--- src/rtl/eip_consts.svh ---
// Offsets, field positions, reset values and sizes of the external interrupt pair
`ifndef EIP_CONSTS_SVH
`define EIP_CONSTS_SVH

// ********************
// Register byte offsets
// ********************
`define EIP_ADDR_W 8
`define EIP_OFS_TMR_CTL 8'h00
`define EIP_OFS_SKIP 8'h04
`define EIP_OFS_STAT 8'h08
`define EIP_OFS_MASK 8'h0c
`define EIP_OFS_CFG 8'hf4

// ********************
// Field positions
// ********************
`define EIP_CFG_A_SEL_LSB 0
`define EIP_CFG_A_POL 3
`define EIP_CFG_B_SEL_LSB 4
`define EIP_CFG_B_POL 7
`define EIP_TC_A_TRIG 0
`define EIP_TC_A_PEND 1
`define EIP_TC_B_TRIG 2
`define EIP_TC_B_PEND 3
`define EIP_ST_A_EDGE 0
`define EIP_ST_B_EDGE 1

// ********************
// Reset values
// ********************
`define EIP_CFG_RST 8'h01
`define EIP_TC_RST 2'h0
`define EIP_SKIP_RST 8'h00
`define EIP_MASK_RST 2'h0
`define EIP_PIN_RST 8'hff
`define EIP_STAT_RST 2'h0
`define EIP_PEND_RST 2'h0

// ********************
// Sizes
// ********************
`define EIP_PIN_COUNT 8
`define EIP_SEL_W 3
`define EIP_CH_COUNT 2

`endif

--- src/rtl/eip_pkg.sv ---
// Types shared by the external interrupt pair
package eip_pkg;
	`include "eip_consts.svh"

	typedef enum logic {EIP_LEVEL, EIP_EDGE} eip_trig_t;
	typedef logic [`EIP_SEL_W-1:0] eip_sel_t;
	typedef logic [7:0] eip_byte_t;
	typedef logic [`EIP_ADDR_W-1:0] eip_addr_t;
endpackage : eip_pkg

--- src/rtl/eip_top.sv ---
// External interrupt pair: pin select, polarity, edge or level pending flags
//
// The implementer's own choice: register access over Avalon-MM.
`timescale 1ns/1ns
`include "eip_consts.svh"

module eip_top #(
	parameter int PIN_COUNT = `EIP_PIN_COUNT
) (
	// Clock and reset
	input wire logic clk,
	input wire logic resetn,
	// Avalon-MM slave
	input wire eip_pkg::eip_addr_t address,
	input wire logic read,
	input wire logic write,
	input wire logic [31:0] writedata,
	input wire logic [3:0] byteenable,
	output logic [31:0] readdata,
	output logic waitrequest,
	// Port-0 pins
	input wire logic [PIN_COUNT-1:0] p0_pin_in,
	output logic [PIN_COUNT-1:0] p0_pin_out,
	output logic [PIN_COUNT-1:0] p0_pin_oe_n,
	// Crossbar peripheral drive per pin
	input wire logic [PIN_COUNT-1:0] xbar_dout,
	input wire logic [PIN_COUNT-1:0] xbar_drive,
	output logic [PIN_COUNT-1:0] crossbar_skip,
	// CPU side
	input wire logic irq_a_ack,
	input wire logic irq_b_ack,
	output logic ext_irq_a,
	output logic ext_irq_b,
	output logic irq
);
	import eip_pkg::*;

	// ********************
	// Parameter check
	// ********************
	// The select field is three bits, so exactly eight pins can be served
	if (PIN_COUNT != `EIP_PIN_COUNT) begin : g_bad_pins
		$error("eip_top: PIN_COUNT must be 8");
	end

	// ********************
	// Registers
	// ********************
	eip_byte_t cfg_q;
	eip_byte_t cfg_d;
	logic [1:0] trig_q;
	logic [1:0] trig_d;
	logic [PIN_COUNT-1:0] skip_q;
	logic [PIN_COUNT-1:0] skip_d;
	logic [1:0] mask_q;
	logic [1:0] mask_d;
	logic [1:0] stat_q;
	logic [1:0] stat_d;
	logic [1:0] pend_q;
	logic [1:0] pend_d;
	logic [1:0] act_q;
	logic wait_q;
	logic wait_d;
	logic [31:0] rdata_q;
	logic [31:0] rdata_d;
	logic irq_q;
	logic [PIN_COUNT-1:0] pin_out_q;
	logic [PIN_COUNT-1:0] pin_oe_n_q;

	// ********************
	// Bus decode
	// ********************
	wire req = read | write;
	// First cycle of a request loads read data; second cycle releases it
	wire take = req & ~wait_q;
	wire wr_en = write & take & byteenable[0];
	wire hit_cfg = address == `EIP_OFS_CFG;
	wire hit_tc = address == `EIP_OFS_TMR_CTL;
	wire hit_skip = address == `EIP_OFS_SKIP;
	wire hit_stat = address == `EIP_OFS_STAT;
	wire hit_mask = address == `EIP_OFS_MASK;
	wire eip_byte_t wb = writedata[7:0];

	wire eip_byte_t tc_view = {4'h0, pend_q[1], trig_q[1], pend_q[0], trig_q[0]};
	wire eip_byte_t rd_byte;
	assign rd_byte = hit_cfg ? cfg_q :
		hit_tc ? tc_view :
		hit_skip ? skip_q :
		hit_stat ? {6'h00, stat_q} :
		hit_mask ? {6'h00, mask_q} : 8'h00;

	assign wait_d = ~(req & wait_q);
	assign rdata_d = (req & wait_q) ? {24'h000000, rd_byte} : rdata_q;

	// ********************
	// Register writes
	// ********************
	assign cfg_d = (wr_en & hit_cfg) ? wb : cfg_q;
	assign trig_d = (wr_en & hit_tc) ?
		{wb[`EIP_TC_B_TRIG], wb[`EIP_TC_A_TRIG]} : trig_q;
	assign skip_d = (wr_en & hit_skip) ? wb : skip_q;
	assign mask_d = (wr_en & hit_mask) ? wb[1:0] : mask_q;

	// ********************
	// Pin synchroniser
	// ********************
	logic [PIN_COUNT-1:0] s1_q;
	logic [PIN_COUNT-1:0] s2_q;
	logic [PIN_COUNT-1:0] s3_q;
	logic [PIN_COUNT-1:0] pin_f_q;

	for (genvar p = 0; p < PIN_COUNT; p++) begin : g_pin
		always_ff @(posedge clk) begin
			if (!resetn) begin
				s1_q[p] <= 1'b1;
				s2_q[p] <= 1'b1;
				s3_q[p] <= 1'b1;
				pin_f_q[p] <= 1'b1;
			end else begin
				// Read only: sampling leaves pin drive untouched
				s1_q[p] <= p0_pin_in[p];
				s2_q[p] <= s1_q[p];
				s3_q[p] <= s2_q[p];
				// Change counts once two later stages agree
				if (s2_q[p] == s3_q[p]) begin
					pin_f_q[p] <= s3_q[p];
				end
			end
		end
	end

	// ********************
	// Channels
	// ********************
	wire eip_sel_t sel [2];
	assign sel[0] = cfg_q[`EIP_CFG_A_SEL_LSB +: `EIP_SEL_W];
	assign sel[1] = cfg_q[`EIP_CFG_B_SEL_LSB +: `EIP_SEL_W];
	wire [1:0] pol = {cfg_q[`EIP_CFG_B_POL], cfg_q[`EIP_CFG_A_POL]};
	wire [1:0] ack = {irq_b_ack, irq_a_ack};
	wire [1:0] act;
	wire [1:0] edge_hit;

	for (genvar c = 0; c < `EIP_CH_COUNT; c++) begin : g_ch
		// Polarity 1 keeps the level, 0 inverts it
		assign act[c] = pin_f_q[sel[c]] ~^ pol[c];
		assign edge_hit[c] = act[c] & ~act_q[c];
		// Edge: new edge beats a vector clear in the same cycle
		assign pend_d[c] = (eip_trig_t'(trig_q[c]) == EIP_EDGE) ?
			(edge_hit[c] | (pend_q[c] & ~ack[c])) :
			act[c];
	end

	// ********************
	// Interrupt status
	// ********************
	// Set wins over a write-one clear arriving together
	wire [1:0] stat_clr = (wr_en & hit_stat) ? wb[1:0] : 2'h0;
	assign stat_d = (stat_q & ~stat_clr) | edge_hit;

	// ********************
	// Crossbar pin drive
	// ********************
	// A skipped pin is not driven by a crossbar peripheral from one cycle after skip_q sets
	wire [PIN_COUNT-1:0] drive = xbar_drive & ~skip_q;

	// ********************
	// Configuration flop
	// ********************
	// Select and polarity share one byte, so both change in one write
	always_ff @(posedge clk) begin
		if (!resetn) begin
			cfg_q <= `EIP_CFG_RST;
		end else begin
			cfg_q <= cfg_d;
		end
	end

	// ********************
	// Trigger-type flops
	// ********************
	// Pending bits of the same byte are read-only, so only triggers store
	always_ff @(posedge clk) begin
		if (!resetn) begin
			trig_q <= `EIP_TC_RST;
		end else begin
			trig_q <= trig_d;
		end
	end

	// ********************
	// Crossbar skip flops
	// ********************
	always_ff @(posedge clk) begin
		if (!resetn) begin
			skip_q <= `EIP_SKIP_RST;
		end else begin
			skip_q <= skip_d;
		end
	end

	// ********************
	// Mask flops
	// ********************
	// Masking only gates the summary line; status still records events
	always_ff @(posedge clk) begin
		if (!resetn) begin
			mask_q <= `EIP_MASK_RST;
		end else begin
			mask_q <= mask_d;
		end
	end

	// ********************
	// Status flops
	// ********************
	always_ff @(posedge clk) begin
		if (!resetn) begin
			stat_q <= `EIP_STAT_RST;
		end else begin
			stat_q <= stat_d;
		end
	end

	// ********************
	// Pending flops
	// ********************
	// Level mode lags the filtered pin by this one register stage
	always_ff @(posedge clk) begin
		if (!resetn) begin
			pend_q <= `EIP_PEND_RST;
		end else begin
			pend_q <= pend_d;
		end
	end

	// ********************
	// Active-level history
	// ********************
	// Reset to inactive, so an idle pin gives no false edge after reset
	always_ff @(posedge clk) begin
		if (!resetn) begin
			act_q <= 2'h0;
		end else begin
			act_q <= act;
		end
	end

	// ********************
	// Wait-state flop
	// ********************
	// High at rest; every request costs exactly one wait cycle
	always_ff @(posedge clk) begin
		if (!resetn) begin
			wait_q <= 1'b1;
		end else begin
			wait_q <= wait_d;
		end
	end

	// ********************
	// Read data flops
	// ********************
	// Held between requests so a slow master still sees stable data
	always_ff @(posedge clk) begin
		if (!resetn) begin
			rdata_q <= 32'h00000000;
		end else begin
			rdata_q <= rdata_d;
		end
	end

	// ********************
	// Interrupt line flop
	// ********************
	// Uses next-state values so the line rises with the status bit
	always_ff @(posedge clk) begin
		if (!resetn) begin
			irq_q <= 1'b0;
		end else begin
			irq_q <= |(stat_d & mask_d);
		end
	end

	// ********************
	// Pin data flops
	// ********************
	// Costs one cycle of latency on peripheral data, keeps outputs clean
	always_ff @(posedge clk) begin
		if (!resetn) begin
			pin_out_q <= '0;
		end else begin
			pin_out_q <= xbar_dout;
		end
	end

	// ********************
	// Pin enable flops
	// ********************
	// All pins released during reset, so pull-ups set the idle level
	always_ff @(posedge clk) begin
		if (!resetn) begin
			pin_oe_n_q <= '1;
		end else begin
			pin_oe_n_q <= ~drive;
		end
	end

	// ********************
	// Outputs
	// ********************
	assign readdata = rdata_q;
	assign waitrequest = wait_q;
	assign ext_irq_a = pend_q[0];
	assign ext_irq_b = pend_q[1];
	assign irq = irq_q;
	assign crossbar_skip = skip_q;
	assign p0_pin_out = pin_out_q;
	assign p0_pin_oe_n = pin_oe_n_q;
endmodule : eip_top

--- config.mk ---
export PLATFORM = sky130hd
export DESIGN_NAME = eip_top
export DESIGN_NICKNAME = d
export VERILOG_FILES = /design/src/rtl/eip_pkg.sv /design/src/rtl/eip_top.sv
export VERILOG_INCLUDE_DIRS = /design/src /design/src/rtl
export SDC_FILE = /design/constraint.sdc
export NUM_CORES = 1
export LEC_CHECK = 0
export ABC_CLOCK_PERIOD_IN_PS = 2260
export BUFFER_PORTS_ARGS = -buffer_cell sky130_fd_sc_hd__buf_4
export CORE_MARGIN = 1.5
export CORE_UTILIZATION = 43
export CTS_BUF_LIST = sky130_fd_sc_hd__clkbuf_8 sky130_fd_sc_hd__clkbuf_16
export DETAILED_ROUTE_END_ITERATION = 7
export GPL_ROUTABILITY_DRIVEN = 0
export PLACE_DENSITY = 0.76
export SLEW_MARGIN = 20
export SYNTH_ARGS = -nofsm -noshare
export SYNTH_HDL_FRONTEND = slang
export SYNTH_SLANG_ARGS = --single-unit
--- constraint.sdc ---
create_clock -name clk -period 2.26 [get_ports clk]
set_input_delay 0.339 -clock clk [delete_from_list [all_inputs] [get_ports clk]]
set_output_delay 0.339 -clock clk [all_outputs]
set_load 0.05 [all_outputs]
=== Word level (Yosys, flattened, before mapping) ===
Index checks and enable logic that the tools add are counted.
W data, S select, Z words.

* Bits in registers: 84
* Bits of input ports: 74
* Output and inout port bits: 60
* Logic and storage cells: 104

* $lt $le $gt $ge: 2
* Equal/unequal tests: 12
* Muxes and demuxes: 13
* Bitwise logic cells: 31
* Reductions and logical operators: 2

{| class="wikitable"
|+ Operator list
! kind !! count
|-
| $mux W8 || 3
|-
| $eq A8 B4 Y1 const B || 2
|-
| $not A8 Y8 || 2
|-
| $and A1 B1 Y1 || 13
|-
| $and A8 B8 Y8 || 1
|-
| $eq A1 B1 Y1 || 8
|-
| $eq A8 B3 Y1 const B || 1
|-
| $eq A8 B8 Y1 const B || 1
|-
| $logic_not A8 Y1 || 1
|-
| $lt A3 B4 Y1 const B || 2
|-
| $mux W2 || 4
|-
| $bmux W1 S3 || 2
|-
| $not A1 Y1 || 6
|-
| $and A2 B2 Y2 || 2
|-
| $mux W1 || 4
|-
| $or A1 B1 Y1 || 3
|-
| $not A2 Y2 || 1
|-
| $or A2 B2 Y2 || 1
|-
| $reduce_or A2 Y1 || 1
|-
| $xnor A1 B1 Y1 || 2
|}

=== Logic depth before layout (Yosys ltp) ===
Gate-level depths: netlist (run 1).

* Depth in word-level cells: 11
* Mapped depth: 6
* Mapped depth without buffers: 5

=== Worst setup path after synthesis (run 1) ===
No wires, ideal clock.

* Kind: input to register
* Start: input port address[7]
* End: register skip_q[4], in the netlist crossbar_skip[4]
* Arrival: 1789 ps
* Path slack: 354 ps
* Cell stages on the path: 5
* Path buffers: 1
* Path through: or4_4 -> buf_6 -> nor4_4 -> mux2i_1 -> nor2b_1

* Cells in the longest elaborated chain, start to end: 2

{| class="wikitable"
|+ RTL lines
! element !! line !! text
|-
| start, declared || eip_top.sv:14 || <nowiki>input wire eip_pkg::eip_addr_t address,</nowiki>
|-
| $eq A8 B3 Y1 (no line) || -- ||
|-
| $and A1 B1 Y1 || eip_top.sv:101 || <nowiki>assign skip_d = (wr_en & hit_skip) ? wb : skip_q;</nowiki>
|-
| end signal, assigned || eip_top.sv:195 || <nowiki>skip_q <= `EIP_SKIP_RST;</nowiki>
|-
| end signal, assigned || eip_top.sv:197 || <nowiki>skip_q <= skip_d;</nowiki>
|-
| end, declared || eip_top.sv:53 || <nowiki>logic [PIN_COUNT-1:0] skip_q;</nowiki>
|}

Every way passes these cells.
A chain may end at the register's enable or synchronous reset.

=== Worst setup path in the final report (run 1) ===
* Start: register cfg_q[0]
* End: register irq_q, in the netlist irq

* Cells in the longest elaborated chain, start to end: 7

{| class="wikitable"
|+ RTL lines
! element !! line !! text
|-
| start, declared || eip_top.sv:49 || <nowiki>eip_byte_t cfg_q;</nowiki>
|-
| start signal, assigned || eip_top.sv:172 || <nowiki>cfg_q <= `EIP_CFG_RST;</nowiki>
|-
| start signal, assigned || eip_top.sv:174 || <nowiki>cfg_q <= cfg_d;</nowiki>
|-
| $bmux W1 S3 || eip_top.sv:145 || <nowiki>assign act[c] = pin_f_q[sel[c]] ~^ pol[c];</nowiki>
|-
| $mux W1 (not written as such) || eip_top.sv:145 ||
|-
| $xnor A1 B1 Y1 || eip_top.sv:145 ||
|-
| $and A1 B1 Y1 || eip_top.sv:146 || <nowiki>assign edge_hit[c] = act[c] & ~act_q[c];</nowiki>
|-
| $or A2 B2 Y2 || eip_top.sv:158 || <nowiki>assign stat_d = (stat_q & ~stat_clr) | edge_hit;</nowiki>
|-
| $and A2 B2 Y2 || eip_top.sv:280 || <nowiki>irq_q <= |(stat_d & mask_d);</nowiki>
|-
| $reduce_or A2 Y1 || eip_top.sv:280 ||
|-
| end signal, assigned || eip_top.sv:280 ||
|-
| end, declared || eip_top.sv:66 || <nowiki>logic irq_q;</nowiki>
|}

Every way passes these cells. The select of a mux whose other input is x is not followed.

==> flow_metrics.tcl, run 1 <==
set metrics [dict create \
    initial_core_util_pct 44.9 \
    nets 486 \
    setup_viol 0 \
    multi_input_area_um2 1440 \
    n_antenna_cell 0 \
    worst-path-max-fanout 6 \
    synth_top_area_share_pct 51.0 \
    portBuffers 82 \
    grtUsageMet2_pct 27.4 \
    fin_ws_ps 489 \
    worstSkewPairLatency_ps 360 \
    n_fill_cell 663 \
    status "complete, no violations" \
    synth_cell_types 44 \
    worst_setup_path_end_kind "flip-flop" \
    powerDensity_nw_per_um2 700 \
    fin_cells 516 \
    maxSlewHeadroom_pct 54.5 \
    finalCritPeriodShare_pct 78.4 \
    die_w_um 90.5 \
    numCtsBuffers 9 \
    rsz0062_at_grt "no" \
    dieArea_um2 8200 \
    cts.reportedPaths.clkPinSlew_ps 90 \
    critPathRequiredTime_ps 2510 \
    grt_max_degree 51 \
    ys_ff_latch 84 \
    cts_setup_buffers 0 \
    die_h_um 90.5 \
    firstDrtPassIters 4 \
    p_leak_nw 1.70 \
    maxSlewViolCount 0 \
    irDropWorstVdd_mv 0.362 \
    drc 0 \
    drtAntennaViolNets 0 \
    routed_wl_um 6550 \
    wl_per_cell_um 12.7 \
    met3_usage_pct 4.46 \
    cts-resized-gates 0 \
    syn_to_final_growth_pct 24.8 \
    num_vias 2454 \
    fin_worst_skew_ps 14.0 \
    use_met1_pct 19.8 \
    finalHoldViolCount 0 \
    start_kind "flip-flop" \
    grt.busiest_layer "met2" \
    postLayoutCellArea_um2 4110 \
    drive_above_1_share_pct 26.6 \
    critPathArrivalTime_ps 2020 \
    track_usage_pct 16.6 \
    place_area_um2 3930 \
    yosys.area.top_type "dfxtp_1" \
    netlist_area_um2 3290 \
    grt_pass1_wl_um 10800 \
    via_per_inst 4.76 \
    placed_cells 500 \
    ys_seq_area_share_pct 51.0 \
    post-route-min-period_ps 1770 \
    dp_hpwl_um 4700 \
    fmax_ghz 0.565 \
    first_global_vias 2286 \
    max-cap-violations 0 \
    cts_htree_levels 3 \
    yosysWarnings 0 \
    grt_overflow 0 \
    synthCells 329 \
    tritoncts "yes" \
    rows 31 \
    core_area_um2 7330 \
    clock-root-buffer "clkbuf_8" \
    cts.path.max_buffers 2 \
    place_ws_ps 244 \
    hold_class "in -> reg" \
    fin_setup_tns_ps 0 \
    synth_area_leaders "dfxtp_1 51%, mux2i_1 8.5%, buf_4 5.5%" \
    regArea_um2 1680 \
    antenna_found_initial 0 \
    io-pin-count 134 \
    tightest_slew_ps 679 \
    clock_sinks 84 \
    path_class "reg -> reg" \
    cts_hold_buf 0 \
    synth.avg_cell_area_um2 10.0 \
    drtIter0Drc 96 \
]
## registers in the layout (all words and copies together) (netlist names)
name and flops:
act_q 2, cfg_q 8, crossbar_skip 8, irq 1
mask_q 2, p0_pin_oe_n 8, p0_pin_out 8, pend_q 2
pin_f_q 8, readdata 8, s1_q 8, s2_q 8
s3_q 8, stat_q 2, trig_q 2, waitrequest 1
## worst max-delay path: stages, from the launching register on
cell       delay [ps]
dfxtp_1           520
mux2i_1           130
mux4_2            500
xor2_1            190
a31oi_1           230
o2bb2ai_1          90
## final timing paths
kind | startpoint | endpoint | slack, ps | cells past startpoint
max | cfg_q[0]$_SDFFE_PN1P_ | irq$_SDFF_PN0_ | 490 | 5
min | xbar_drive[7] | p0_pin_oe_n[7]$_SDFF_PN1_ | 160 | 2
max reg2reg | cfg_q[0]$_SDFFE_PN1P_ | irq$_SDFF_PN0_ | 490 | 5
min reg2reg | s1_q[7]$_SDFF_PN1_ | s2_q[7]$_SDFF_PN1_ | 410 | 1
## cells by family after synthesis
group	Yosys count	share of synthesized area [%]
buffers and inverters	44	8.01
other	1	0.114
flip-flops	84	51.0
XOR/XNOR	1	0.266
multiplexers	29	9.19
AO/OA/AOI/OAI	46	8.58
AND/OR/NAND/NOR	124	22.8
## metrics by stage
step	utilization, %	hold WS [ps]	total power [W]
detailed placement	53.6	391	0.00193
finish	56.1	156	0.00288
floorplan	-	386	0.00184
global placement	53.6	388	0.00193
CTS	56.1	152	0.00290
global route	56.1	157	0.00299
## power by group
group,total [W],internal [W],switching [W]
Clock,0.000980,0.000438,0.000542
Combinational,0.000364,0.000119,0.000245
Sequential,0.00153,0.00152,0.0000142
Total,0.00288,0.00208,0.000802
## metal layers
layer	vias up	share of wire, %
met2	88	48
met3	10	6.8
met5	-	0
met1	1118	43
met4	0	1.8
li1	1238	-
## cell type report
cell class                      count  share of cell area (%)
Inverter                            6                   0.548
Clock inverter                      6                    1.13
Clock buffer                       10                    3.35
Timing Repair Buffer               87                    16.2
Multi-Input combinational cell    224                    34.9
Tap cell                           99                    3.01
Sequential cell                    84                    40.9
## placed cells by master (no fill, tap or decap), types with 5 or more instances in the layout
master and count:
buf_4 86, nor2b_1 21, dfxtp_1 84, a21oi_1 13, nand2b_1 25, clkbuf_8 10, conb_1 24, o21ai_0 15
nor3_1 6, a22oi_1 5, nor2_1 15, and2_1 14, nand3b_1 10, mux2i_1 28, inv_1 6, nand2_1 15
## cells in the mapped netlist (all sizes together)
library cell	n
nor2	16
nand2	15
dfxtp	84
and2	14
a31o	1
nand4	1
and3	1
nor3	6
mux4	1
or4	2
a31oi	2
xor2	1
clkbuf	11
a22oi	5
nand3	1
nand4b	2
and4	1
nor3b	2
nand2b	25
buf	27
inv	6
nand3b	10
nor2b	21
conb	1
a21oi	13
a32o	1
a22o	2
nor4	4
mux2i	28
o21ai	16
o21a	1
o2bb2ai	1
or2	1
or3	1
a221oi	4
nor4b	1
Power figures use the tool's default switching activity.
==> run 2: changes to the inputs <==
Settings changed: ABC_CLOCK_PERIOD_IN_PS 2260 to 1400, PLACE_DENSITY 0.76 to 0.79.
Clock period 2.26 ns to 1.4 ns, I/O delays scaled along.
==> flow_metrics.tcl, run 2 (synthesis gave the netlist of run 1 again) <==
set metrics [dict create \
    status "complete, but fails checks" \
    violations "setup timing" \
    powerDensity_nw_per_um2 1100 \
    rows 31 \
    final_util_pct 63.0 \
    layout_commonest_cell "buf_4" \
    drc 0 \
    worstSkewPairLatency_ps 350 \
    portBuffers 82 \
    pwr-share-clk_pct 38.5 \
    setup_viol 30 \
    fin_setup_tns_ps -3020 \
    antenna_found_initial 0 \
    tightest_slew_ps 706 \
    wl_per_cell_um 13.6 \
    power.share.switching_pct 24.5 \
    regArea_um2 1690 \
    die_w_um 90.5 \
    max-cap-violations 0 \
    via_per_inst 4.73 \
    fmax_ghz 0.622 \
    syn_to_final_growth_pct 40.3 \
    worst_setup_path_end_kind "flip-flop" \
    fin_ws_ps -208 \
    tritoncts "yes" \
    grt_overflow 0 \
    initial_core_util_pct 44.9 \
    finalHoldViolCount 0 \
    num_vias 2607 \
    p_leak_nw 1.94 \
    nets 523 \
    worst-path-max-fanout 2 \
    p_comb_share_pct 13.0 \
    start_kind "flip-flop" \
    die_h_um 90.5 \
    firstDrtPassIters 4 \
    place_ws_ps -488 \
    irDropWorstVdd_mv 0.571 \
    numCtsBuffers 9 \
    maxSlewHeadroom_pct 52.6 \
    drive_above_1_share_pct 36.7 \
    pwr-share-seq_pct 48.5 \
    layout_common_cells "113 x buf_4, 81 x dfxtp_1, 25 x mux2i_1, 25 x nand2b_1, 24 x conb_1" \
    critPathRequiredTime_ps 1680 \
    post-route-min-period_ps 1610 \
    internal-power_w 0.00385 \
    rsz0062_at_grt "yes" \
    dp_hpwl_um 5290 \
    power.total_w 0.00510 \
    io-pin-count 134 \
    cts_hold_buf 0 \
    dieArea_um2 8200 \
    finalCritPeriodShare_pct 115 \
    drtIter0Drc 81 \
    n_fill_cell 604 \
    cts_htree_levels 3 \
    track_usage_pct 18.6 \
    multi_input_area_um2 1560 \
    clock-root-buffer "clkbuf_8" \
    hold_class "in -> reg" \
    cts.path.max_buffers 2 \
    grt_pass1_wl_um 12300 \
    n_antenna_cell 0 \
    fin_worst_skew_ps 9.68 \
    grt_max_degree 53 \
    maxSlewViolCount 0 \
    drtAntennaViolNets 0 \
    routed_wl_um 7490 \
    cts.reportedPaths.clkPinSlew_ps 80 \
    critPathArrivalTime_ps 1890 \
    first_global_vias 2527 \
    timing.hold.ws_ps 39.3 \
    core_area_um2 7330 \
    p_sw_w 0.00125 \
    path_class "reg -> reg" \
    clock_sinks 84 \
]
[run 2: cell count changes in the layout (fill, tap and decap cells not counted), sizes merged]
cell / previous run / this run
inv: 9 / 6
buf: 87 / 124
clkinvlp: 2 / 1
clkbuf: 10 / 9
bufinv: 0 / 3
[run 2: worst paths after layout]
| check | cells past startpoint | slack, ps | end | start |
|---|---|---|---|---|
| setup reg to reg | 5 | -210 | irq$_SDFF_PN0_ | waitrequest$_SDFF_PN1_ |
| setup / recovery | 5 | -210 | irq$_SDFF_PN0_ | waitrequest$_SDFF_PN1_ |
| hold reg to reg | 1 | 410 | s2_q[1]$_SDFF_PN1_ | s1_q[1]$_SDFF_PN1_ |
| hold / removal | 2 | 40 | p0_pin_oe_n[7]$_SDFF_PN1_ | xbar_drive[7] |
[run 2: worst max-delay path, stage by stage (launching register included)]
cell,delay (ps)
dfxtp_2,330
nand4b_1,270
or4_4,480
buf_4,160
mux2i_4,170
o2bb2ai_1,130
[run 2: layout make-up]
class / count / share of cell area [%]
Inverter: 6 / 0.487
Timing Repair Buffer: 124 / 21.6
Clock buffer: 9 / 2.68
Clock inverter: 5 / 2.22
Tap cell: 99 / 2.68
Multi-Input combinational cell: 224 / 33.7
Sequential cell: 84 / 36.6
[run 2: stage by stage]
step                cells  area, um^2
CTS                   548        4520
global placement      530        4200
finish                551        4620
floorplan             352        3410
global route          551        4620
detailed placement    530        4200
[run 2: timing repair]
| item | in CTS | in global routing |
|---|---|---|
| gates cloned | 0 | 0 |
| setup buffers | 4 | 4 |
| pin swaps | 8 | 12 |
| setup endpoints to repair | 29 | 31 |
| gates resized for setup | 17 | 15 |
[run 2: metal layers]
layer	vias up	part of all wire, %	routed length (um)	GRT usage, %
met5	-	0	0	0
met4	0	2.4	179	7.94
met3	13	5.0	374	3.70
met2	75	51	3800	31.3
met1	1202	42	3140	23.2
li1	1317	-	-	-
[run 2: power by group through the flow]
stage	clock network, W	registers, W	logic, W
after floorplan	0	0.00265	0.000320
after global placement	0	0.00253	0.000617
after global routing	0.00213	0.00248	0.000699
after CTS	0.00201	0.00247	0.000644
final	0.00196	0.00247	0.000661
after detailed placement	0	0.00253	0.000628
==> run 3: changes to the inputs <==
Settings changed: SETUP_SLACK_MARGIN from default to 0.02.
==> flow_metrics.tcl, run 3 (synthesis gave the netlist of run 1 again) <==
set metrics [dict create \
    finalCritPeriodShare_pct 113 \
    grt_overflow 0 \
    layout_commonest_cell "buf_4" \
    fin_worst_skew_ps 12.6 \
    antenna_found_initial 0 \
    rows 31 \
    nets 525 \
    cts.reportedPaths.clkPinSlew_ps 90 \
    worstSkewPairLatency_ps 350 \
    drive_above_1_share_pct 37.1 \
    routed_wl_um 7670 \
    n_antenna_cell 0 \
    drc 0 \
    cts.path.max_buffers 2 \
    die_h_um 90.5 \
    first_global_vias 2543 \
    syn_to_final_growth_pct 39.6 \
    clock-root-buffer "clkbuf_8" \
    dieArea_um2 8200 \
    clock_sinks 84 \
    rsz0062_at_grt "yes" \
    initial_core_util_pct 44.9 \
    dp_hpwl_um 5480 \
    worst-path-max-fanout 3 \
    maxSlewViolCount 0 \
    cts_htree_levels 3 \
    power.total_w 0.00485 \
    hold_class "in -> reg" \
    critPathRequiredTime_ps 1690 \
    fin_ws_ps -182 \
    path_class "in -> reg" \
    num_vias 2690 \
    numCtsBuffers 9 \
    drtAntennaViolNets 0 \
    place_area_um2 4190 \
    place_ws_ps -545 \
    powerDensity_nw_per_um2 1050 \
    drtIter0Drc 77 \
    grt_pass1_wl_um 12000 \
    io-pin-count 134 \
    via_per_inst 4.85 \
    core_area_um2 7330 \
    firstDrtPassIters 4 \
    status "complete, but fails checks" \
    track_usage_pct 18.6 \
    die_w_um 90.5 \
    portBuffers 82 \
    path_common_cell "or4_4" \
    cts_hold_buf 0 \
    postLayoutCellArea_um2 4600 \
    fmax_ghz 0.632 \
    cpMaxStageDelayCell "or4_4" \
    worst_setup_path_end_kind "flip-flop" \
    cp_cell_sequence "buf_6 > or4_4 > or4_4 > mux2i_1 > nor2b_1 > o2bb2ai_2" \
    layout_common_cells "116 x buf_4, 79 x dfxtp_1, 27 x mux2i_1" \
    critPathArrivalTime_ps 1880 \
    n_fill_cell 596 \
    finalHoldViolCount 0 \
    irDropWorstVdd_mv 0.575 \
    max-cap-violations 0 \
    violations "setup timing" \
    p_leak_nw 1.94 \
    grt_max_degree 28 \
    start_kind "input pin" \
    post-route-min-period_ps 1580 \
    setup_viol 26 \
    cp.buffers_inverters 1 \
    cp_top_family "simple AND/OR/NAND/NOR gates" \
    tritoncts "yes" \
    wl_per_cell_um 13.8 \
    critical_path.max_stage_delay_ps 550 \
]
[run 3: metrics by stage]
stage / util, % / hold slack (ps) / std cells / setup TNS, ps
6_report: 62.7 / 32.5 / 555 / -2130
5_1_grt: 62.7 / 3.51 / 555 / -3960
4_1_cts: 61.6 / 21.3 / 554 / -1850
3_5_place_dp: 57.2 / 392 / 531 / -8750
3_3_place_gp: 57.2 / 389 / 531 / -7490
2_1_floorplan: - / 295 / 352 / -5280
[run 3: report_power, final]
part	switching [W]	total [W]	internal, W	leakage, nW
registers	0.0000241	0.00247	0.00245	0.687
logic	0.000424	0.000658	0.000234	1.15
clock network	0.000848	0.00172	0.000869	0.0983
[run 3: layout make-up]
class	instances	area (um^2)	area share, %
Sequential cell	84	1690	36.8
Multi-Input combinational cell	224	1560	33.9
Timing Repair Buffer	126	1000	21.8
Clock buffer	10	138	2.99
Tap cell	99	124	2.69
Clock inverter	6	63.8	1.39
Inverter	6	22.5	0.490
[run 3: worst paths after layout]
kind | depth (start not counted) | endpoint | from | slack (ps)
setup / recovery | 6 | irq$_SDFF_PN0_ | address[4] | -180
hold / removal | 2 | p0_pin_oe_n[4]$_SDFF_PN1_ | xbar_drive[4] | 30
setup reg to reg | 5 | irq$_SDFF_PN0_ | cfg_q[0]$_SDFFE_PN1P_ | -180
hold reg to reg | 1 | s2_q[0]$_SDFF_PN1_ | s1_q[0]$_SDFF_PN1_ | 410
[run 3: layer usage]
layer	track usage, %	vias up	wire, um
li1	-	1316	-
met1	20.9	1256	3180
met2	31.8	100	3830
met3	6.23	18	492
met4	8.73	0	177
met5	0	-	0
[run 3: repair_timing]
action                                  4_1_cts  5_1_grt
pin swaps                                    12        8
buffers inserted                              7        1
endpoints found under the setup margin       30       35
gates resized for setup                      18       13
